### src/eelpi_pkg.sv
/*
  Package for the EEPROM lock, program and interrupt front end: register
  offsets, field positions, reset values, status codes and sizes.
  Assumes a 32-bit APB slave with one aligned word per register.
*/
package eelpi_pkg;
  localparam int          BLOCKS_C     = 4;
  localparam int          BLK_W_C      = 2;
  localparam int          WORDS_C      = 16;
  localparam int          WADDR_W_C    = 4;
  localparam int          PROG_CYC_C   = 8;
  localparam logic [31:0] NO_PW_C      = 32'hFFFFFFFF;

  localparam logic [7:0] OFF_CTRL     = 8'h00;
  localparam logic [7:0] OFF_BLOCK    = 8'h04;
  localparam logic [7:0] OFF_PW0      = 8'h08;
  localparam logic [7:0] OFF_PW1      = 8'h0C;
  localparam logic [7:0] OFF_PW2      = 8'h10;
  localparam logic [7:0] OFF_CMD      = 8'h14;
  localparam logic [7:0] OFF_RESULT   = 8'h18;
  localparam logic [7:0] OFF_ADDR     = 8'h1C;
  localparam logic [7:0] OFF_DATA     = 8'h20;
  localparam logic [7:0] OFF_COUNT    = 8'h24;
  localparam logic [7:0] OFF_INT_EN   = 8'h28;
  localparam logic [7:0] OFF_INT_RAW  = 8'h2C;
  localparam logic [7:0] OFF_INT_MSK  = 8'h30;
  localparam logic [7:0] OFF_INT_CLR  = 8'h34;
  localparam logic [7:0] OFF_FLASH_IM = 8'h38;
  localparam logic [7:0] OFF_INIT     = 8'h3C;

  localparam int BIT_INT_PROGRAM = 0;
  localparam int BIT_PROT_LO     = 0;

  // Command codes written to the command register.
  localparam logic [2:0] CMD_UNLOCK  = 3'h1;
  localparam logic [2:0] CMD_LOCK    = 3'h2;
  localparam logic [2:0] CMD_PW_SET  = 3'h3;
  localparam logic [2:0] CMD_PROT    = 3'h4;
  localparam logic [2:0] CMD_PROG    = 3'h5;
  localparam logic [2:0] CMD_PROG_NB = 3'h6;
  localparam logic [2:0] CMD_INIT    = 3'h7;

  localparam logic [5:0] RC_INVPL  = 6'h01;
  localparam logic [5:0] RC_WRBUSY = 6'h02;
  localparam logic [5:0] RC_NOPERM = 6'h04;
  localparam logic [5:0] RC_WKCOPY = 6'h08;
  localparam logic [5:0] RC_WKERAS = 6'h10;
  localparam logic [5:0] RC_WORK   = 6'h20;

  localparam logic [1:0] INIT_OK    = 2'h0;
  localparam logic [1:0] INIT_RETRY = 2'h1;
  localparam logic [1:0] INIT_ERROR = 2'h2;

  localparam logic [1:0] PROT_RW_LRO = 2'h0;
  localparam logic [1:0] PROT_NA_LNA = 2'h1;
  localparam logic [1:0] PROT_RO_LNA = 2'h2;

  typedef enum logic [1:0] {ST_IDLE, ST_PROG} eelpi_state_t;
endpackage : eelpi_pkg

### src/eelpi_top.sv
/*
  EEPROM lock, program and interrupt front end with an APB register slave.
  Holds passwords, lock and protection state, a small word store, a
  program sequencer, power-fail recovery check and the completion interrupt.
  Assumes pclk at 125 MHz, the power-fail and fatal power-fail flags from the array as pins, and an
  external combiner using flash_irq together with the flash sources.
*/
`timescale 1ns/10ps
module eelpi_top (
  input  wire logic        pclk,
  input  wire logic        presetn,
  input  wire logic        psel,
  input  wire logic        penable,
  input  wire logic        pwrite,
  input  wire logic [31:0] paddr,
  input  wire logic [31:0] pwdata,
  output logic      [31:0] prdata,
  output logic             pready,
  output logic             pslverr,
  input  wire logic        power_fail_pin,
  input  wire logic        power_fail_fatal_pin,
  output logic             flash_irq
);
  import eelpi_pkg::*;

  logic [31:0]          pw_reg [BLOCKS_C][3];
  logic [1:0]           pwcnt_reg [BLOCKS_C];
  logic [1:0]           prot_reg [BLOCKS_C];
  logic                 locked_reg [BLOCKS_C];
  logic [31:0]          mem_reg [WORDS_C];
  logic [BLK_W_C-1:0]   blk_reg;
  logic [31:0]          pwin_reg [3];
  logic [31:0]          addr_reg;
  logic [31:0]          data_reg;
  logic [31:0]          count_reg;
  logic [31:0]          result_reg;
  logic                 int_en_reg;
  logic                 int_raw_reg;
  logic                 flash_im_reg;
  logic [1:0]           init_reg;
  logic                 init_done_reg;
  logic                 enable_reg;
  logic                 irq_reg;
  logic                 ready_reg;
  logic [31:0]          rdata_reg;
  logic                 pf_s1_reg, pf_s2_reg, pff_s1_reg, pff_s2_reg;
  eelpi_state_t         state_reg;
  logic [7:0]           cyc_reg;
  logic                 busy_done;

  wire        acc_set   = psel && !penable;
  wire        wr_take   = psel && penable && pwrite && ready_reg;
  wire        rd_take   = psel && penable && !pwrite && ready_reg;
  wire [7:0]  off       = paddr[7:0];
  wire        mapped    = (off <= OFF_INIT) && (off[1:0] == 2'b00);
  wire [2:0]  cmd       = pwdata[2:0];
  wire        cmd_go    = wr_take && (off == OFF_CMD);
  wire [1:0]  cnt_in    = pwdata[5:4];
  wire        busy      = (state_reg == ST_PROG);
  wire [WADDR_W_C-1:0] widx = addr_reg[WADDR_W_C+1:2];
  wire [BLK_W_C-1:0]   wblk = addr_reg[WADDR_W_C+1:WADDR_W_C+2-BLK_W_C];

  // Password match across 1..3 words; all-ones words never match.
  wire w0_ok = (pwin_reg[0] == pw_reg[blk_reg][0]) && (pwin_reg[0] != NO_PW_C);
  wire w1_ok = (pwin_reg[1] == pw_reg[blk_reg][1]) || (cnt_in < 2'd2);
  wire w2_ok = (pwin_reg[2] == pw_reg[blk_reg][2]) || (cnt_in < 2'd3);
  wire pw_match = (cnt_in != 2'd0) && (cnt_in == pwcnt_reg[blk_reg])
                  && w0_ok && w1_ok && w2_ok;
  wire pw_bad = (pwin_reg[0] == NO_PW_C) || (cnt_in == 2'd0) ||
                ((cnt_in > 2'd1) && (pwin_reg[1] == NO_PW_C)) ||
                ((cnt_in > 2'd2) && (pwin_reg[2] == NO_PW_C));

  // Effective write permission: block 0 gates all, protection ORed.
  wire blk0_open  = !locked_reg[0];
  wire own_locked = locked_reg[wblk];
  // Effective protection is the OR of block 0's and the target's settings.
  wire no_pw      = (pwcnt_reg[wblk] == 2'd0);
  wire any_ro     = (prot_reg[wblk] == PROT_RO_LNA) || (prot_reg[0] == PROT_RO_LNA);
  wire any_na     = (prot_reg[wblk] == PROT_NA_LNA) || (prot_reg[0] == PROT_NA_LNA);
  // A no-access level opens only through a password, so an unprotected block stays shut.
  wire may_write  = ((wblk == '0) || blk0_open) && !(own_locked && !no_pw)
                    && !any_ro && !(any_na && no_pw);
  // A non-blocking program always moves one word, whatever the count register holds.
  wire        prog_cmd = (cmd == CMD_PROG) || (cmd == CMD_PROG_NB);
  wire [31:0] cnt_eff  = (cmd == CMD_PROG_NB) ? 32'h00000004 : count_reg;
  // The end check uses one spare bit so a huge count cannot wrap back into range.
  wire prm_bad    = (addr_reg[1:0] != 2'b00) || (cnt_eff[1:0] != 2'b00) ||
                    (({1'b0, addr_reg[31:2]} + {1'b0, cnt_eff[31:2]}) > 31'(WORDS_C));

  // Read mux.
  logic [31:0] rd_mux;
  always_comb begin
    rd_mux = 32'h00000000;
    unique case (off)
      OFF_CTRL:     rd_mux = {31'h0, enable_reg};
      OFF_BLOCK:    rd_mux = {{(32-BLK_W_C){1'b0}}, blk_reg};
      OFF_RESULT:   rd_mux = result_reg;
      OFF_ADDR:     rd_mux = addr_reg;
      OFF_DATA:     rd_mux = data_reg;
      OFF_COUNT:    rd_mux = count_reg;
      OFF_INT_EN:   rd_mux = {31'h0, int_en_reg};
      OFF_INT_RAW:  rd_mux = {31'h0, int_raw_reg};
      OFF_INT_MSK:  rd_mux = {31'h0, int_raw_reg & int_en_reg};
      OFF_FLASH_IM: rd_mux = {31'h0, flash_im_reg};
      OFF_INIT:     rd_mux = {29'h0, init_done_reg, init_reg};
      default:      rd_mux = 32'h00000000;
    endcase
  end

  // Synchronise the array's power-fail flags.
  always_ff @(posedge pclk or negedge presetn) begin
    if (!presetn) begin
      {pf_s1_reg, pf_s2_reg, pff_s1_reg, pff_s2_reg} <= 4'h0;
    end else begin
      pf_s1_reg  <= power_fail_pin;
      pf_s2_reg  <= pf_s1_reg;
      pff_s1_reg <= power_fail_fatal_pin;
      pff_s2_reg <= pff_s1_reg;
    end
  end

  // APB handshake: no wait state, answer in the cycle after setup.
  always_ff @(posedge pclk or negedge presetn) begin
    if (!presetn) begin
      ready_reg <= 1'b0;
      rdata_reg <= 32'h00000000;
      pslverr   <= 1'b0;
    end else begin
      ready_reg <= acc_set;
      pslverr   <= acc_set && !mapped;
      rdata_reg <= acc_set ? rd_mux : rdata_reg;
    end
  end
  assign prdata = rdata_reg;
  assign pready = ready_reg;

  // Program sequencer: blocking runs count/4 words, non-blocking one word.
  assign busy_done = busy && (cyc_reg == 8'(PROG_CYC_C - 1));
  always_ff @(posedge pclk or negedge presetn) begin
    if (!presetn) begin
      state_reg <= ST_IDLE;
      cyc_reg   <= 8'h00;
    end else begin
      unique case (state_reg)
        ST_IDLE: if (cmd_go && prog_cmd && enable_reg
                     && init_done_reg && !prm_bad && may_write && cnt_eff != 32'h0) begin
          state_reg <= ST_PROG;
          cyc_reg   <= 8'h00;
        end
        ST_PROG: begin
          cyc_reg <= busy_done ? 8'h00 : cyc_reg + 8'h01;
          if (busy_done && count_reg <= 32'h4) state_reg <= ST_IDLE;
        end
      endcase
    end
  end

  // Interrupt: set wins over clear, gated by enable and flash mask.
  wire int_clr = wr_take && (off == OFF_INT_CLR) && pwdata[BIT_INT_PROGRAM];
  wire prog_end = busy_done && count_reg <= 32'h4;
  always_ff @(posedge pclk or negedge presetn) begin
    if (!presetn) begin
      int_raw_reg <= 1'b0;
      irq_reg     <= 1'b0;
    end else begin
      int_raw_reg <= prog_end ? 1'b1 : (int_clr ? 1'b0 : int_raw_reg);
      irq_reg     <= int_raw_reg && int_en_reg && flash_im_reg;
    end
  end
  assign flash_irq = irq_reg;

  // Register and command writes.
  always_ff @(posedge pclk or negedge presetn) begin
    if (!presetn) begin
      for (int b = 0; b < BLOCKS_C; b++) begin
        for (int k = 0; k < 3; k++) pw_reg[b][k] <= NO_PW_C;
        pwcnt_reg[b]  <= 2'd0;
        prot_reg[b]   <= PROT_RW_LRO;
        locked_reg[b] <= 1'b0;
      end
      for (int i = 0; i < WORDS_C; i++) mem_reg[i] <= 32'h00000000;
      for (int k = 0; k < 3; k++) pwin_reg[k] <= NO_PW_C;
      blk_reg       <= '0;
      addr_reg      <= 32'h00000000;
      data_reg      <= 32'h00000000;
      count_reg     <= 32'h00000000;
      result_reg    <= 32'h00000000;
      int_en_reg    <= 1'b0;
      flash_im_reg  <= 1'b0;
      enable_reg    <= 1'b0;
      init_reg      <= INIT_OK;
      init_done_reg <= 1'b0;
    end else begin
      // The working code set at start stands until the last word, so a busy refusal
      // stays visible to software instead of being overwritten in the next cycle.
      if (busy) begin
        if (busy_done) begin
          mem_reg[widx] <= data_reg;
          addr_reg      <= addr_reg + 32'h4;
          count_reg     <= (count_reg > 32'h4) ? count_reg - 32'h4 : 32'h0;
          data_reg      <= mem_reg[widx + 4'h1];
          if (count_reg <= 32'h4) result_reg <= 32'h00000000;
        end
      end
      if (wr_take) begin
        unique case (off)
          OFF_CTRL:     enable_reg <= pwdata[0];
          OFF_BLOCK:    blk_reg <= pwdata[BLK_W_C-1:0];
          OFF_PW0:      pwin_reg[0] <= pwdata;
          OFF_PW1:      pwin_reg[1] <= pwdata;
          OFF_PW2:      pwin_reg[2] <= pwdata;
          OFF_ADDR:     if (!busy) addr_reg <= pwdata;
          OFF_DATA:     if (!busy) data_reg <= pwdata;
          OFF_COUNT:    if (!busy) count_reg <= pwdata;
          OFF_INT_EN:   int_en_reg <= pwdata[BIT_INT_PROGRAM];
          OFF_FLASH_IM: flash_im_reg <= pwdata[BIT_INT_PROGRAM];
          default:      ;
        endcase
      end
      if (cmd_go) begin
        unique case (cmd)
          CMD_UNLOCK: begin
            // Lock state updates in the same edge, ahead of any later access.
            if (pw_match) locked_reg[blk_reg] <= 1'b0;
            result_reg <= {31'h0, pw_match || !locked_reg[blk_reg]};
          end
          CMD_LOCK: begin
            if (pwcnt_reg[blk_reg] != 2'd0) locked_reg[blk_reg] <= 1'b1;
            result_reg <= {31'h0, pwcnt_reg[blk_reg] == 2'd0};
          end
          CMD_PW_SET: begin
            if (pwcnt_reg[blk_reg] != 2'd0) begin
              result_reg <= {26'h0, RC_NOPERM};
            end else if (pw_bad) begin
              result_reg <= {26'h0, RC_INVPL};
            end else begin
              for (int k = 0; k < 3; k++) pw_reg[blk_reg][k] <= pwin_reg[k];
              pwcnt_reg[blk_reg] <= cnt_in;
              result_reg <= 32'h00000000;
            end
          end
          CMD_PROT: begin
            prot_reg[blk_reg] <= pwdata[BIT_PROT_LO+9:BIT_PROT_LO+8];
            result_reg <= 32'h00000000;
          end
          CMD_PROG, CMD_PROG_NB: begin
            if (busy) result_reg <= {26'h0, RC_WRBUSY | RC_WORK};
            else if (prm_bad || cnt_eff == 32'h0 || !enable_reg || !init_done_reg)
              result_reg <= {26'h0, RC_INVPL};
            else if (!may_write) result_reg <= {26'h0, RC_NOPERM};
            else begin
              result_reg <= {26'h0, RC_WORK};
              if (cmd == CMD_PROG_NB) count_reg <= 32'h4;
            end
          end
          CMD_INIT: begin
            // Recovery outcome from the array's flags.
            init_done_reg <= enable_reg;
            init_reg      <= pff_s2_reg ? INIT_ERROR : (pf_s2_reg ? INIT_RETRY : INIT_OK);
          end
          default: ;
        endcase
      end
    end
  end
endmodule : eelpi_top

### config.mk
export PLATFORM = sky130hd
export DESIGN_NAME = eelpi_top
export DESIGN_NICKNAME = d
export VERILOG_FILES = /design/src/eelpi_pkg.sv /design/src/eelpi_top.sv
export SDC_FILE = /design/constraint.sdc
export NUM_CORES = 2
export LEC_CHECK = 0
export BUFFER_PORTS_ARGS = -buffer_cell sky130_fd_sc_hd__buf_2
export CAP_MARGIN = 40
export CORE_MARGIN = 5
export CORE_UTILIZATION = 35
export CTS_CLUSTER_SIZE = 8
export DETAILED_ROUTE_END_ITERATION = 8
export PLACE_DENSITY_LB_ADDON = 0.15
export SYNTH_ARGS = -nofsm -noshare
export SYNTH_HDL_FRONTEND = slang
export SYNTH_SLANG_ARGS = --single-unit
### constraint.sdc
create_clock -name pclk -period 8.3 [get_ports pclk]
set_input_delay 2.49 -clock pclk [delete_from_list [all_inputs] [get_ports pclk]]
set_output_delay 2.49 -clock pclk [all_outputs]
set_load 0.01 [all_outputs]
Word level (Yosys, flattened, before mapping)
Cells that the tools add are included.
Storage, ports and cells
  bits in registers: 1198
  input port bits: 71
  output and inout bits: 35
  word-level logic and storage cells: 307
Cells by class
  add/subtract/negate cells: 5
  order comparisons: 14
  eq/ne operators: 40
  mux-type cells: 86
  bitwise operators: 10
  reductions and logical operators: 88
Operators with widths (number)
  bitwise mux 384 bit: 3
  two-way mux 32 bit: 31
  demux 96 bit (select 2 bit): 3
  bitwise mux 512 bit: 1
  case mux 32 bit (11 select lines): 1
  two-way mux 96 bit: 3
  binary-select mux 96 bit (select 2 bit): 1
  case mux 32 bit (5 select lines): 1
  binary-select mux 32 bit (select 4 bit): 1
  demux 32 bit (select 4 bit): 1
  == test 32 bit: 3
  == test 32 bit (second input constant): 3
  == test 8 x 6 -> 1 bit (second input constant): 8
  two-way mux 64 bit: 1
  logical AND 1 bit: 33
  adder 32 x 3 -> 32 bit (second input constant): 1
  == test 8 x 5 -> 1 bit (second input constant): 4
  greater-than comparator 32 x 3 -> 1 bit (second input constant): 1
  <= comparator 32 x 3 -> 1 bit (second input constant): 1
  logical NOT 32 bit: 1
  != test 32 bit (second input constant): 1
  nonzero test 32 bit: 1
  subtractor 32 x 3 -> 32 bit (second input constant): 1
  adder 30 x 30 -> 31 bit: 1
  50 further kinds: 137

Logic depth before layout (Yosys ltp)
  word-level depth: 16
  gate-level depth with buffers: 19
  gate-level depth less buffers: 15

Worst setup path after synthesis
No wires, ideal clock.
  path kind: input to register
  from: input port pwdata[1]
  to: register count_reg[8]
  setup time: 0.128 ns
  arrival: 6.227 ns
  required time: 8.172 ns
  slack: 1.945 ns
  cell stages on the path: 19
  path buffers: 5
  cell sequence: clkbuf_1 inv_1 nor2_1 nand2_1 clkbuf_1 clkbuf_1 and2_1 ha_1 clkbuf_1 a21oi_1 o21ai_1 and4_1 nor4_1 o31a_1 mux2_1 a211o_1 nor4_4 buf_6 nor2_1
Between the ends
  longest elaborated chain between the ends: 12
  elaborated cells on any way between the ends: 19
  those cells by class: add/sub (1); order compare (1); eq/ne (2); mux (7); reduce/logical (8)
RTL lines
  start: declaration: RTL line eelpi_top.sv:16  | input wire logic [31:0] pwdata,
  == test 3 bit: RTL line eelpi_top.sv:85, eelpi_top.sv:221, eelpi_top.sv:253
  two-way mux 32 bit: RTL line eelpi_top.sv:85  | wire [31:0] cnt_eff = (cmd == CMD_PROG_NB) ? 32'h00000004 : count_reg;
  adder 30 x 30 -> 31 bit / nonzero test 2 bit (equally long branches): RTL line eelpi_top.sv:88, eelpi_top.sv:87
  greater-than comparator 31 x 5 -> 1 bit / logical OR 1 bit (equally long branches): RTL line eelpi_top.sv:88, eelpi_top.sv:87
  logical OR 1 bit: RTL line eelpi_top.sv:87  | wire prm_bad = (addr_reg[1:0] != 2'b00) || (cnt_eff[1:0] != 2'b00) ||
  logical OR 1 bit (3 in series): RTL line eelpi_top.sv:248  | else if (prm_bad || cnt_eff == 32'h0 || !enable_reg || !init_done_reg)
  two-way mux 32 bit: RTL line eelpi_top.sv:248
  two-way mux 32 bit: RTL line eelpi_top.sv:247  | if (busy) result_reg <= {26'h0, RC_WRBUSY | RC_WORK};
  two-way mux 32 bit (*): RTL line eelpi_top.sv:221  | unique case (cmd)
  two-way mux 32 bit (*): RTL line eelpi_top.sv:220  | if (cmd_go) begin
  end signal: assignment: RTL line eelpi_top.sv:200  | count_reg <= (count_reg > 32'h4) ? count_reg - 32'h4 : 32'h0;
  end signal: assignment: RTL line eelpi_top.sv:214  | OFF_COUNT: if (!busy) count_reg <= pwdata;
  end: declaration: RTL line eelpi_top.sv:35  | logic [31:0] count_reg;
Mark *: on every way between the ends. The rest lies on a longest branch, timed or not.
A chain may end at the register's enable or synchronous reset.

Final worst setup path
  from: input port pwdata[1]
  to: register count_reg[11]
The elaborated chain is that of the path after synthesis.

==> results.json <==
{
  "status": "completed",
  "avgRoutedWirePerCell_um": 26.3,
  "grt_max_degree": 159,
  "synth_nets": 4250,
  "drt_iter0_drc": 2070,
  "start_util": 0.353,
  "synth-main-ff-cell": "dfrtp_1",
  "whs_ns": 0.349,
  "fin_crit_sh": 0.766,
  "finalNetCount": 4271,
  "yosysWarnings": 0,
  "port_buffers": 81,
  "fin_skew_ns": 0.0397,
  "avgSynthCellArea_um2": 13.9,
  "fmax_mhz": 157,
  "tns_ns": 0,
  "yosys-top-cells-area": "dfrtp_1, dfstp_2, mux2_2, mux4_2, nand2_1",
  "drc": 0,
  "core-area_um2": 163000,
  "gp_congestion": 0.906,
  "vias": 34900,
  "syn2layout_area_growth_pct": 13.1,
  "finish.utilization": 0.399,
  "overflow": 0,
  "dpl_cell_area_um2": 60500,
  "drive_above_1_share": 0.511,
  "synth_cells": 4141,
  "synth_edf_count": 0,
  "crit_arrival_ns": 6.98,
  "cp_max_fo": 32,
  "io_pins": 106,
  "worstHoldPathType": "register to register",
  "setup_ws_ns": 1.94,
  "post-cts-setup-buffers": 0,
  "period_needed_ns": 6.36,
  "dieHeight_um": 416,
  "wirelength_um": 168000,
  "dp_hpwl_um": 101000,
  "p_leak_uw": 0.0285,
  "hold_viol_final": 0,
  "endpoint_kind": "register",
  "pwr_density_cell_nw_per_um2": 192,
  "die_area_um2": 173000,
  "cts_tree": "yes",
  "vdd.ir_drop.worst_v": 0.000194,
  "synth_seq_cells": 1197,
  "setup_viol": 0,
  "crit_type": "input port to register",
  "fp-row-count": 148,
  "grt_pass1_wl_um": 253000,
  "cts_hold_buf": 0,
  "antenna_found_initial": 20,
  "cts.sinks": 1197,
  "post-place-ws_ns": 1.22,
  "maxSlewHeadroom": 0.341,
  "via_per_inst": 5.47,
  "ys_types": 88,
  "cts_buffer_depth": 3,
  "syn-cell-area_um2": 57600,
  "setup.worst_path.start_class": "input port",
  "synth_top_area_frac": 0.312,
  "grt_pass1_vias": 36900,
  "final_area_um2": 65100,
  "synth_area_leader_cell": "dfrtp_1",
  "antenna_left": 0,
  "cts_buffers": 168,
  "htree_levels": 4,
  "die_width_um": 416,
  "largest_reg_flops": 512,
  "gr-usage-all-layers": 0.194,
  "root_buffer": "clkbuf_16",
  "drv_slew": 0,
  "rsz0062_at_grt": "false",
  "clk_latency_ns": 0.79,
  "worstMarginPinSlew_ns": 0.989,
  "cts_resized": 0,
  "cp.required_ns": 8.92,
  "synthArstFlopShare": 1.00,
  "synth_seq_area_share": 0.531,
  "cap_violations": 0,
  "dr.pass1.iters": 5,
  "clkTransAtPathRegs_ns": 0.05
}
worst paths after layout:
kind,from,to,slack [ns],cells after the start
min in group asynchronous,presetn,prot_reg[0],1.84,1
max in group asynchronous,presetn,mem_reg[483],5.02,2
worst max register to register,addr_reg[2],count_reg[11],3.94,13
worst max-delay path,pwdata[1],count_reg[11],1.94,17
worst min register to register,pff_s1_reg,pff_s2_reg,0.35,0
worst min-delay path,pff_s1_reg,pff_s2_reg,0.35,0
layout by cell type, fill, tap and decap left out, types with 13 or more instances in the layout:
cell and instances:
mux2_2 988, dfrtp_1 714, dfstp_2 480, mux4_2 259
nand2_1 204, clkbuf_16 170, nor2_1 134, o21ai_0 103
a21oi_1 95, xor2_1 84, buf_2 82, xnor2_1 78
a22oi_1 65, and2_1 64, nand4_1 60, buf_4 57
mux2i_1 43, nor3_1 38, a31oi_1 36, ha_1 36
nand3_1 34, nor4_1 31, clkbuf_1 25, inv_1 22
buf_12 19, o21ai_1 16, mux2_1 15, nand2_2 14
and3_1 13
final cells by class:
class	instances	area (um^2)
fillers	15400	98000
flip-flops and latches	1197	30600
multi-input cells	2608	25800
clock buffers	197	4380
well taps	2175	2720
repair buffers	165	1370
clock inverters	14	200
inverters	22	82.6
diodes	5	12.5
metal layers:
metal | part of all wire | global-route usage | vias to the layer above
met3 | 0.035 | 0.0266 | 238
li1 | - | - | 15300
met4 | 0.027 | 0.0562 | 0
met2 | 0.50 | 0.333 | 681
met1 | 0.43 | 0.258 | 18700
met5 | 0 | 0 | -
stage by stage:
stage / power [uW] / cells
2_1_floorplan: 6140 / 4141
3_3_place_gp: 6450 / 6153
3_5_place_dp: 6450 / 6167
4_1_cts: 12800 / 6378
5_1_grt: 13000 / 6378
6_report: 12500 / 6383
synth_stat cells, drive strengths merged (22+ instances only):
| library cell | count |
|---|---|
| ha | 37 |
| dfstp | 480 |
| clkbuf | 184 |
| xnor2 | 78 |
| a31oi | 36 |
| nand2 | 221 |
| nor4 | 38 |
| inv | 22 |
| buf | 130 |
| xor2 | 86 |
| mux2i | 43 |
| nor2 | 141 |
| o21ai | 120 |
| nand3 | 34 |
| mux4 | 259 |
| nor3 | 43 |
| a21oi | 96 |
| nand4 | 61 |
| dfrtp | 717 |
| a22oi | 65 |
| and2 | 66 |
| mux2 | 1003 |
cells by family after synthesis:
kind of cell	count (synthesis)	share of synthesized area
adders and majority gates	38	0.00839
DFF	1197	0.531
and+or+nand+nor	689	0.0613
muxes	1305	0.305
AOI/OAI and AO/OA	412	0.0455
xor gates and xnor gates	164	0.0250
buffers and inverters	336	0.0240
worst max-delay path, cell delays in order:
cell and delay [ns]:
buf_2 0.20, inv_1 0.19, nor2_1 0.13, buf_4 0.16, nand2_1 0.06, buf_4 0.23, and2_1 0.20, ha_1 0.35
a21oi_1 0.48, o22ai_1 0.15, a2111oi_0 0.68, nand4_1 0.18, nor4_1 0.30, nand4_1 0.29, nor4_4 0.31, buf_4 0.41
nor2_1 0.10
power breakdown:
group / leakage, uW / internal [uW] / switching, uW
registers: 0.0145 / 5890 / 36.9
logic: 0.0118 / 107 / 316
clock network: 0.00223 / 3660 / 2520
(Power assumes the default switching activity.)
